File: config.mk
export PLATFORM = sky130hd
export DESIGN_NAME = nvm_access_ctrl
export DESIGN_NICKNAME = d
export VERILOG_FILES = /design/src/verilog/nvm_access_pkg.sv /design/src/verilog/nvm_access_ctrl.sv /design/src/verilog/nvm_write_timer.sv /design/src/verilog/nvm_byte_array.sv
export SDC_FILE = /design/constraint.sdc
export NUM_CORES = 2
export LEC_CHECK = 0
export ABC_AREA = 1
export ABC_CLOCK_PERIOD_IN_PS = 11200
export BUFFER_PORTS_ARGS = -buffer_cell sky130_fd_sc_hd__buf_2
export CAP_MARGIN = 10
export CORE_MARGIN = 4
export CORE_UTILIZATION = 55
export CTS_BUF_LIST = sky130_fd_sc_hd__clkbuf_8
export DETAILED_ROUTE_END_ITERATION = 10
export PLACE_DENSITY = 0.71
export SYNTH_ARGS = -nofsm -noshare
export SYNTH_HDL_FRONTEND = slang
export SYNTH_SLANG_ARGS = --single-unit
File: constraint.sdc
create_clock -name mclk -period 11.2 [get_ports mclk]
set_input_delay 0.56 -clock mclk [delete_from_list [all_inputs] [get_ports mclk]]
set_output_delay 0.56 -clock mclk [all_outputs]
set_load 0.005 [all_outputs]
File: src/verilog/nvm_access_pkg.sv
// shared constants, types and register map for the data eeprom access block
package nvm_access_pkg;

  // data widths and array size
  localparam int ADDR_W    = 8;
  localparam int DATA_W    = 8;
  localparam int NVM_DEPTH = 256;

  // direct register offsets on the software port
  localparam logic [7:0] OFS_IND1     = 8'h00;
  localparam logic [7:0] OFS_PTR1_LO  = 8'h01;
  localparam logic [7:0] OFS_PTR1_HI  = 8'h02;
  localparam logic [7:0] OFS_IND2     = 8'h03;
  localparam logic [7:0] OFS_PTR2_LO  = 8'h04;
  localparam logic [7:0] OFS_PTR2_HI  = 8'h05;
  localparam logic [7:0] OFS_IRQ_CTRL = 8'h0E;
  localparam logic [7:0] OFS_NVM_ADDR = 8'h10;
  localparam logic [7:0] OFS_NVM_DATA = 8'h11;

  // control register home: sector 1, location 40h
  localparam logic [7:0] CTRL_SECTOR = 8'h01;
  localparam logic [7:0] CTRL_LOC    = 8'h40;

  // control register fields
  localparam int CTRL_W            = 4;
  localparam int WRITE_PERMIT_BIT  = 3;
  localparam int WRITE_GO_BIT      = 2;
  localparam int READ_PERMIT_BIT   = 1;
  localparam int READ_GO_BIT       = 0;

  // interrupt control register fields
  localparam int IRQ_GLOBAL_BIT = 0;
  localparam int IRQ_NVM_EN_BIT = 1;
  localparam int IRQ_FLAG_BIT   = 2;

  // reset values
  localparam logic [3:0] CTRL_RESET = 4'h0;
  localparam logic [7:0] BYTE_RESET = 8'h00;

  // timing
  localparam int CLK_PERIOD_NS       = 50;
  localparam int TIMER_PERIOD_NS     = 1000;
  localparam int TIMER_DIV           = (TIMER_PERIOD_NS + CLK_PERIOD_NS - 1) / CLK_PERIOD_NS;
  localparam int WRITE_TICKS_DEFAULT = 2000;
  localparam int READ_CYCLES_DEFAULT = 4;

  // sequencer states
  typedef enum logic [2:0] {
    ST_IDLE  = 3'b001,
    ST_READ  = 3'b010,
    ST_WRITE = 3'b100
  } nvm_state_t;

  // software register port request
  typedef struct packed {
    logic [7:0] addr;
    logic [7:0] wdata;
    logic       wr;
    logic       rd;
  } reg_req_t;

  // array access request
  typedef struct packed {
    logic       we;
    logic [7:0] addr;
    logic [7:0] wdata;
  } array_req_t;

endpackage

File: src/verilog/nvm_access_ctrl.sv
// data eeprom access control: registers, indirect window, sequencer, interrupt flag
`timescale 1ns/1ps
// What this block does
// - read go with read permit already set starts a read at address
// - read go ignored when read permit is low
// - read end clears read go and loads fetched byte into data register
// - data register holds last byte until another read or write
// - write go ignored when write permit is low
// - write length set by free running timer, not fixed clock count
// - write end clears write go; byte was already stored at write start
// - write permit resets to zero
// - pointer high bytes reset to zero, control register unreachable
// - every write end sets interrupt request flag
// - flag with both enables and stack not full requests the vector
// - servicing the interrupt clears the flag
// - control register at sector 1 location 40h, indirect only
// - control bits: write permit 3, write go 2, read permit 1, read go 0
// - array holds 256 bytes on eight bit address
module nvm_access_ctrl
  import nvm_access_pkg::*;
#(
  parameter int READ_CYCLES = nvm_access_pkg::READ_CYCLES_DEFAULT,
  parameter int WRITE_TICKS = nvm_access_pkg::WRITE_TICKS_DEFAULT,
  parameter int TICK_DIV    = nvm_access_pkg::TIMER_DIV
) (
  // clock and reset
  input  wire logic                          mclk,
  input  wire logic                          reset,
  // software register port
  input  nvm_access_pkg::reg_req_t           req,
  output logic [nvm_access_pkg::DATA_W-1:0]  rdata,
  // interrupt handshake with the core
  input  wire logic                          stack_full,
  input  wire logic                          irq_ack,
  output logic                               irq_vector_req
);
  import nvm_access_pkg::*;

  localparam int CW = $clog2(READ_CYCLES + 1);
  localparam logic [CW-1:0] READ_LOAD = CW'(READ_CYCLES - 1);

  // true when a pointer pair names the control register
  function automatic logic points_to_ctrl(input logic [7:0] hi, input logic [7:0] lo);
    points_to_ctrl = (hi == CTRL_SECTOR) && (lo == CTRL_LOC);
  endfunction

  nvm_state_t          state_reg;
  nvm_state_t          state_next;
  logic [CTRL_W-1:0]   nvm_ctrl_reg;
  logic [CTRL_W-1:0]   nvm_ctrl_next;
  logic [CW-1:0]       rd_cnt_reg;
  logic [CW-1:0]       rd_cnt_next;
  logic [7:0]          nvm_addr_reg;
  logic [7:0]          nvm_addr_next;
  logic [7:0]          nvm_data_reg;
  logic [7:0]          nvm_data_next;
  logic [7:0]          pointer1_low_reg;
  logic [7:0]          pointer1_low_next;
  logic [7:0]          pointer1_high_byte_reg;
  logic [7:0]          pointer1_high_byte_next;
  logic [7:0]          pointer2_low_reg;
  logic [7:0]          pointer2_low_next;
  logic [7:0]          pointer2_high_byte_reg;
  logic [7:0]          pointer2_high_byte_next;
  logic                global_irq_enable_reg;
  logic                global_irq_enable_next;
  logic                nvm_irq_enable_reg;
  logic                nvm_irq_enable_next;
  logic                nvm_irq_flag_reg;
  logic                nvm_irq_flag_next;
  logic [7:0]          rdata_next;
  logic                ctrl_sel;
  logic                ctrl_wr;
  logic                start_read;
  logic                start_write;
  logic                read_end;
  logic                write_done;
  logic                timer_done;
  logic [7:0]          array_rdata;
  array_req_t          array_req;
  logic                read_permit;
  logic                write_permit;

  assign read_permit  = nvm_ctrl_reg[READ_PERMIT_BIT];
  assign write_permit = nvm_ctrl_reg[WRITE_PERMIT_BIT];

  // control register reached only through an indirect port
  // indirect decode
  always_comb
  begin
    ctrl_sel = ((req.addr == OFS_IND1) && points_to_ctrl(pointer1_high_byte_reg, pointer1_low_reg))
            || ((req.addr == OFS_IND2) && points_to_ctrl(pointer2_high_byte_reg, pointer2_low_reg));
    ctrl_wr  = req.wr && ctrl_sel;
  end

  // sequencer and control register next state
  always_comb
  begin
    state_next    = state_reg;
    nvm_ctrl_next = nvm_ctrl_reg;
    rd_cnt_next   = rd_cnt_reg;
    start_read    = 1'b0;
    start_write   = 1'b0;
    read_end      = 1'b0;
    write_done    = 1'b0;
    // permit bits are always writable; go bits only through acceptance
    if (ctrl_wr)
    begin
      nvm_ctrl_next[READ_PERMIT_BIT]  = req.wdata[READ_PERMIT_BIT];
      nvm_ctrl_next[WRITE_PERMIT_BIT] = req.wdata[WRITE_PERMIT_BIT];
    end
    case (state_reg)
      ST_IDLE:
      begin
        if (ctrl_wr && req.wdata[READ_GO_BIT] && read_permit)
        begin
          start_read                 = 1'b1;
          nvm_ctrl_next[READ_GO_BIT] = 1'b1;
          rd_cnt_next                = READ_LOAD;
          state_next                 = ST_READ;
        end
        else if (ctrl_wr && req.wdata[WRITE_GO_BIT] && write_permit)
        begin
          start_write                 = 1'b1;
          nvm_ctrl_next[WRITE_GO_BIT] = 1'b1;
          state_next                  = ST_WRITE;
        end
      end
      ST_READ:
      begin
        nvm_ctrl_next[READ_GO_BIT] = 1'b1;
        rd_cnt_next                = rd_cnt_reg - CW'(1);
        if (rd_cnt_reg == '0)
        begin
          read_end                   = 1'b1;
          nvm_ctrl_next[READ_GO_BIT] = 1'b0;
          rd_cnt_next                = '0;
          state_next                 = ST_IDLE;
        end
      end
      ST_WRITE:
      begin
        nvm_ctrl_next[WRITE_GO_BIT] = 1'b1;
        if (timer_done)
        begin
          write_done                  = 1'b1;
          nvm_ctrl_next[WRITE_GO_BIT] = 1'b0;
          state_next                  = ST_IDLE;
        end
      end
      default:
      begin
        state_next    = ST_IDLE;
        nvm_ctrl_next = CTRL_RESET;
      end
    endcase
  end

  // direct registers: address, data and memory pointers
  always_comb
  begin
    nvm_addr_next           = nvm_addr_reg;
    nvm_data_next           = nvm_data_reg;
    pointer1_low_next       = pointer1_low_reg;
    pointer1_high_byte_next = pointer1_high_byte_reg;
    pointer2_low_next       = pointer2_low_reg;
    pointer2_high_byte_next = pointer2_high_byte_reg;
    if (req.wr)
    begin
      case (req.addr)
        OFS_NVM_ADDR: nvm_addr_next = req.wdata;
        OFS_NVM_DATA: nvm_data_next = req.wdata;
        OFS_PTR1_LO:  pointer1_low_next = req.wdata;
        OFS_PTR1_HI:  pointer1_high_byte_next = req.wdata;
        OFS_PTR2_LO:  pointer2_low_next = req.wdata;
        OFS_PTR2_HI:  pointer2_high_byte_next = req.wdata;
        default:      nvm_addr_next = nvm_addr_reg;
      endcase
    end
    // fetched byte wins over a software store
    if (read_end)
    begin
      nvm_data_next = array_rdata;
    end
  end

  // interrupt enables and sticky request flag
  always_comb
  begin
    global_irq_enable_next = global_irq_enable_reg;
    nvm_irq_enable_next    = nvm_irq_enable_reg;
    nvm_irq_flag_next      = nvm_irq_flag_reg;
    if (req.wr && (req.addr == OFS_IRQ_CTRL))
    begin
      global_irq_enable_next = req.wdata[IRQ_GLOBAL_BIT];
      nvm_irq_enable_next    = req.wdata[IRQ_NVM_EN_BIT];
      nvm_irq_flag_next      = req.wdata[IRQ_FLAG_BIT];
    end
    if (irq_ack)
    begin
      nvm_irq_flag_next = 1'b0;
    end
    // write end sets flag; set beats any clear
    if (write_done)
    begin
      nvm_irq_flag_next = 1'b1;
    end
  end

  assign irq_vector_req = nvm_irq_flag_reg && nvm_irq_enable_reg && global_irq_enable_reg && !stack_full;

  // read data mux, answered one cycle after the strobe
  always_comb
  begin
    rdata_next = BYTE_RESET;
    if (req.rd)
    begin
      case (req.addr)
        OFS_NVM_ADDR: rdata_next = nvm_addr_reg;
        OFS_NVM_DATA: rdata_next = nvm_data_reg;
        OFS_PTR1_LO:  rdata_next = pointer1_low_reg;
        OFS_PTR1_HI:  rdata_next = pointer1_high_byte_reg;
        OFS_PTR2_LO:  rdata_next = pointer2_low_reg;
        OFS_PTR2_HI:  rdata_next = pointer2_high_byte_reg;
        OFS_IRQ_CTRL: rdata_next = {5'h00, nvm_irq_flag_reg, nvm_irq_enable_reg, global_irq_enable_reg};
        default:      rdata_next = ctrl_sel ? {4'h0, nvm_ctrl_reg} : BYTE_RESET;
      endcase
    end
  end

  // all control state
  always_ff @(posedge mclk)
  begin
    if (reset)
    begin
      state_reg              <= ST_IDLE;
      nvm_ctrl_reg           <= CTRL_RESET;
      rd_cnt_reg             <= '0;
      nvm_addr_reg           <= BYTE_RESET;
      nvm_data_reg           <= BYTE_RESET;
      pointer1_low_reg       <= BYTE_RESET;
      pointer1_high_byte_reg <= BYTE_RESET;
      pointer2_low_reg       <= BYTE_RESET;
      pointer2_high_byte_reg <= BYTE_RESET;
      global_irq_enable_reg  <= 1'b0;
      nvm_irq_enable_reg     <= 1'b0;
      nvm_irq_flag_reg       <= 1'b0;
      rdata                  <= BYTE_RESET;
    end
    else
    begin
      state_reg              <= state_next;
      nvm_ctrl_reg           <= nvm_ctrl_next;
      rd_cnt_reg             <= rd_cnt_next;
      nvm_addr_reg           <= nvm_addr_next;
      nvm_data_reg           <= nvm_data_next;
      pointer1_low_reg       <= pointer1_low_next;
      pointer1_high_byte_reg <= pointer1_high_byte_next;
      pointer2_low_reg       <= pointer2_low_next;
      pointer2_high_byte_reg <= pointer2_high_byte_next;
      global_irq_enable_reg  <= global_irq_enable_next;
      nvm_irq_enable_reg     <= nvm_irq_enable_next;
      nvm_irq_flag_reg       <= nvm_irq_flag_next;
      rdata                  <= rdata_next;
    end
  end

  // array port; byte is committed at write start
  always_comb
  begin
    array_req.we    = start_write;
    array_req.addr  = nvm_addr_reg;
    array_req.wdata = nvm_data_reg;
  end

  nvm_byte_array #(
    .DEPTH (NVM_DEPTH)
  ) u_array (
    .mclk  (mclk),
    .req   (array_req),
    .rdata (array_rdata)
  );

  nvm_write_timer #(
    .TICK_DIV    (TICK_DIV),
    .WRITE_TICKS (WRITE_TICKS)
  ) u_timer (
    .mclk  (mclk),
    .reset (reset),
    .start (start_write),
    .done  (timer_done)
  );
endmodule

File: src/verilog/nvm_write_timer.sv
// write cycle timer clocked from a free running prescaler
`timescale 1ns/1ps
module nvm_write_timer #(
  parameter int TICK_DIV    = 20,
  parameter int WRITE_TICKS = 2000
) (
  // clock and reset
  input  wire logic mclk,
  input  wire logic reset,
  // control
  input  wire logic start,
  output logic      done
);
  localparam int DW = $clog2(TICK_DIV + 1);
  localparam int TW = $clog2(WRITE_TICKS + 1);
  localparam logic [DW-1:0] DIV_LAST  = DW'(TICK_DIV - 1);
  localparam logic [TW-1:0] TICK_LAST = TW'(WRITE_TICKS);

  logic [DW-1:0] div_reg;
  logic [DW-1:0] div_next;
  logic [TW-1:0] tick_reg;
  logic [TW-1:0] tick_next;
  logic          run_reg;
  logic          run_next;
  logic          tick;

  // prescaler never stops, so the write length drifts with its phase
  always_comb
  begin
    tick      = (div_reg == DIV_LAST);
    div_next  = tick ? '0 : div_reg + DW'(1);
    run_next  = run_reg;
    tick_next = tick_reg;
    done      = 1'b0;
    if (start)
    begin
      run_next  = 1'b1;
      tick_next = '0;
    end
    else if (run_reg && tick)
    begin
      tick_next = tick_reg + TW'(1);
      if (tick_reg == TICK_LAST - TW'(1))
      begin
        run_next = 1'b0;
        done     = 1'b1;
      end
    end
  end

  // state registers
  always_ff @(posedge mclk)
  begin
    if (reset)
    begin
      div_reg  <= '0;
      tick_reg <= '0;
      run_reg  <= 1'b0;
    end
    else
    begin
      div_reg  <= div_next;
      tick_reg <= tick_next;
      run_reg  <= run_next;
    end
  end
endmodule

File: src/verilog/nvm_byte_array.sv
// byte wide nonvolatile array model with registered read
`timescale 1ns/1ps
module nvm_byte_array
  import nvm_access_pkg::*;
#(
  parameter int DEPTH = 256
) (
  // clock
  input  wire logic                     mclk,
  // access
  input  nvm_access_pkg::array_req_t    req,
  output logic [nvm_access_pkg::DATA_W-1:0] rdata
);
  logic [DATA_W-1:0] mem [DEPTH];
  logic [DATA_W-1:0] rdata_next;

  // read is free running; caller samples after its own latency
  always_comb
  begin
    rdata_next = mem[req.addr];
  end

  // contents are retained storage, so no reset
  always_ff @(posedge mclk)
  begin
    if (req.we)
    begin
      mem[req.addr] <= req.wdata;
    end
    rdata <= rdata_next;
  end
endmodule

==> results.tsv <==
metric	value	unit
NumNets Final	7649	
crit path max fanout	134	
vias per std cell	5.844	
hold path startpoint	req[4]	
RR Endpoint	u_array.rdata[5]$_DFF_P_	
DR pass1 iterations	6	
P_leak	33.43	nW
Mapped Cells	7539	
Hold Path Sink	pointer2_high_byte_reg[2]$_SDFFE_PP0P_	
EDFF count, synth	2048	
Syn Nets	7565	
top cells by count, synth	3445 x nand2_1, 2048 x edfxtp_1, 419 x nor2_1	
# rows	144	
Synth Register Bits	2142	
Post-CTS Setup Bufs	0	
Sink Count	2142	
first-pass GRT wire length	352800	um
clk slew on worst S/H paths	0.06	ns
Slew Viols, Final	0	
# setup viols final	0	
Die Span Y	403.6	um
H-Tree Depth	5	
Tightest Hold Check Type	in2reg	
maximum clock insertion buffer count	4	
status	complete, no violations	
max-cap viol count	0	
sequential share of the synthesized area	73.62	%
area of the multi-input gates	20670	um^2
Worst path most repeated cell	nand2_1	
most numerous cell in the Yosys netlist	nand2_1	
Slew @ Worst Pin	1.294	ns
Worst path slowest cell	buf_4	
Worst EP required	12.15	ns
YS warnings	0	
Die Wd	403.6	um
r2r setup slk	6.00	ns
Die ar.	162900	um^2
Clock Latency Late Sink	1.02	ns
unrepaired setup endpoints after global routing	no	
CTS Root Cell	clkbuf_8	
Cell variety after synth	43	
critical path's largest stage delay	0.91	ns
Initial Util	55.63	%
FILL cells	11940	
final hold viol count	0	
largest net degree at the start of global routing	184	
number of buffers created by CTS	348	
Worst VDD drop	0.1303	mV
drt drc	0	
asr flop ratio synth	0	%
CP Cell Sequence	nand2_1, inv_8, buf_4, buf_4, nand2_1, nand3_1, nand2_1, nand2_1, o21ai_0, nand2_1, nor2_1, nand2_1, nor2_1, nand2_1	
CTS tree	built	
RR Startpoint	nvm_addr_reg[1]$_SDFFE_PP0P_	
critical path class	reg2reg	
IO Pins	31	
Core Util, Final	60.67	%
FF-to-FF path depth	14	
# port buffers	30	
FF+latch area	63420	um^2
Core Region	154800	um^2
Worst EP arrival	6.16	ns
gr ovfl total	0	
hold_ws	0.06985	ns
Cell Pwr Density	156.2	nW/um^2
Worst Hold Depth	3	
Rel. slew slack	12.84	%
Worst Skew	0.06953	ns
Post-Syn Area	86090	um^2
DR WL/cell	24.17	um
post-CTS sizing	0	
number of flip-flops under the largest register name	2048	
Avg Inst Size Synth	11.42	um^2
iteration-0 DRC count of the detailed router	8468	
synthesis-to-finish area growth	9.072	%
post-route antenna net violation count	0	
Max Fclk	192.1	MHz
Tot GR Track Use	29.02	%
Worst setup EP type	flop	
Tmin final	5.205	ns
fin crit share	46.47	%
share of cells above drive strength 1	8.286	%
Placer Congestion	0.9057	
CP startpoint kind	flop	
Detail Placement HPWL	132100	um
initial antenna violation count	8	
vias in the first global route	54689	
area leader, netlist	edfxtp_1	
Vias	57893	
Synth area leaders	edfxtp_1 71%, nand2_1 15%, dfxtp_1 2.2%	
setup_tns	0	ns
Synth top area share	71.44	%
predominant post-synthesis flop cell	edfxtp_1	
Post-Route WL	239500	um
worst max-delay path: cells and delay by family (launching register included):
family	cells	cell delay, ns
AO/OA/AOI/OAI	1	0.28
buffers and inverters	3	2.53
flip-flops	1	0.82
AND/OR/NAND/NOR	10	1.31
routing by layer:
metal  vias up  track usage, %  share of wire [%]
met5         -               0              0.023
met4         8           12.68                4.4
met3       613           7.011                 12
met2      3499           44.59                 46
met1     27905           39.88                 38
li1      25868               -                  -
worst max-delay path by stage:
| stage | slack [ns] | from | cells past startpoint | end |
|---|---|---|---|---|
| 2_1_floorplan | 6.93 | nvm_data_reg[4]$_SDFFE_PP0P_ | 0 | u_array.mem[0][4]$_DFFE_PP_ |
| 3_3_place_gp | 6.18 | nvm_addr_reg[0]$_SDFFE_PP0P_ | 14 | u_array.rdata[5]$_DFF_P_ |
| 3_5_place_dp | 6.15 | nvm_addr_reg[0]$_SDFFE_PP0P_ | 14 | u_array.rdata[5]$_DFF_P_ |
| 4_1_cts | 6.15 | nvm_addr_reg[1]$_SDFFE_PP0P_ | 14 | u_array.rdata[5]$_DFF_P_ |
| 5_1_grt | 5.86 | nvm_addr_reg[0]$_SDFFE_PP0P_ | 14 | u_array.rdata[5]$_DFF_P_ |
| 6_report | 6.00 | nvm_addr_reg[1]$_SDFFE_PP0P_ | 14 | u_array.rdata[5]$_DFF_P_ |
cells in the final DEF, fill, tap and decap left out, types with 2 or more instances in the layout:
cell	netlist	final
xor2_1	7	7
ha_1	4	4
dlygate4sd3_1	0	10
diode_2	0	6
dfxtp_1	94	84
buf_2	40	30
a221oi_1	2	2
clkinv_2	0	18
or2_2	2	2
nand2_1	3445	3445
nor2_8	4	4
nor4_1	2	2
nor3_1	11	11
nand2_4	18	18
o22ai_1	4	4
nor2_2	116	115
clkbuf_8	0	361
a22oi_1	114	114
nand4_1	150	150
buf_12	0	8
inv_6	0	2
nor2_1	419	414
a211oi_1	4	4
clkinvlp_4	0	3
edfxtp_1	2048	2048
nand3_1	188	188
a31oi_1	5	5
a21oi_1	161	161
nor2_4	1	7
buf_4	4	65
dfxtp_4	0	10
clkinv_1	11	92
inv_8	0	3
a41oi_1	3	3
o21ai_0	231	231
inv_1	103	221
final cells by class:
cell class | count | share of cell area, %
diodes | 6 | 0.01599
clock buffers | 361 | 5.291
clock inverters | 223 | 0.9607
inverters | 117 | 0.4970
multi-input cells | 4900 | 22.01
flip-flops and latches | 2142 | 67.54
well taps | 2044 | 2.724
repair buffers | 114 | 0.9647
per-stage QoR:
stage	cells	power [mW]	area, um^2	worst slack [ns]
2_1_floorplan	7539	8.880	86090	6.932
4_1_cts	9900	14.71	93880	6.147
6_report	9907	14.66	93900	5.995
5_1_grt	9904	15.09	93890	5.859
3_3_place_gp	9306	8.908	87910	6.182
3_5_place_dp	9306	8.910	87910	6.148
report_power, final:
part / switching [mW] / internal (mW) / total [mW]
clock network: 2.94 / 2.97 / 5.92
logic: 0.0621 / 0.0203 / 0.0823
registers: 0.00732 / 8.66 / 8.66
kinds of logic after synthesis:
kind of cell    synth area share [%]
simple gates                   20.36
flops                          73.62
compound gates                 3.471
buf+inv                        2.423
xor+xnor                     0.07122
fa+ha+maj                    0.05814
timing repair:
action	CTS	global route
setup endpoints to repair	0	0
hold buffers	10	0
hold endpoints to repair	46	0
Note: power is estimated with default switching activity, not from simulation.
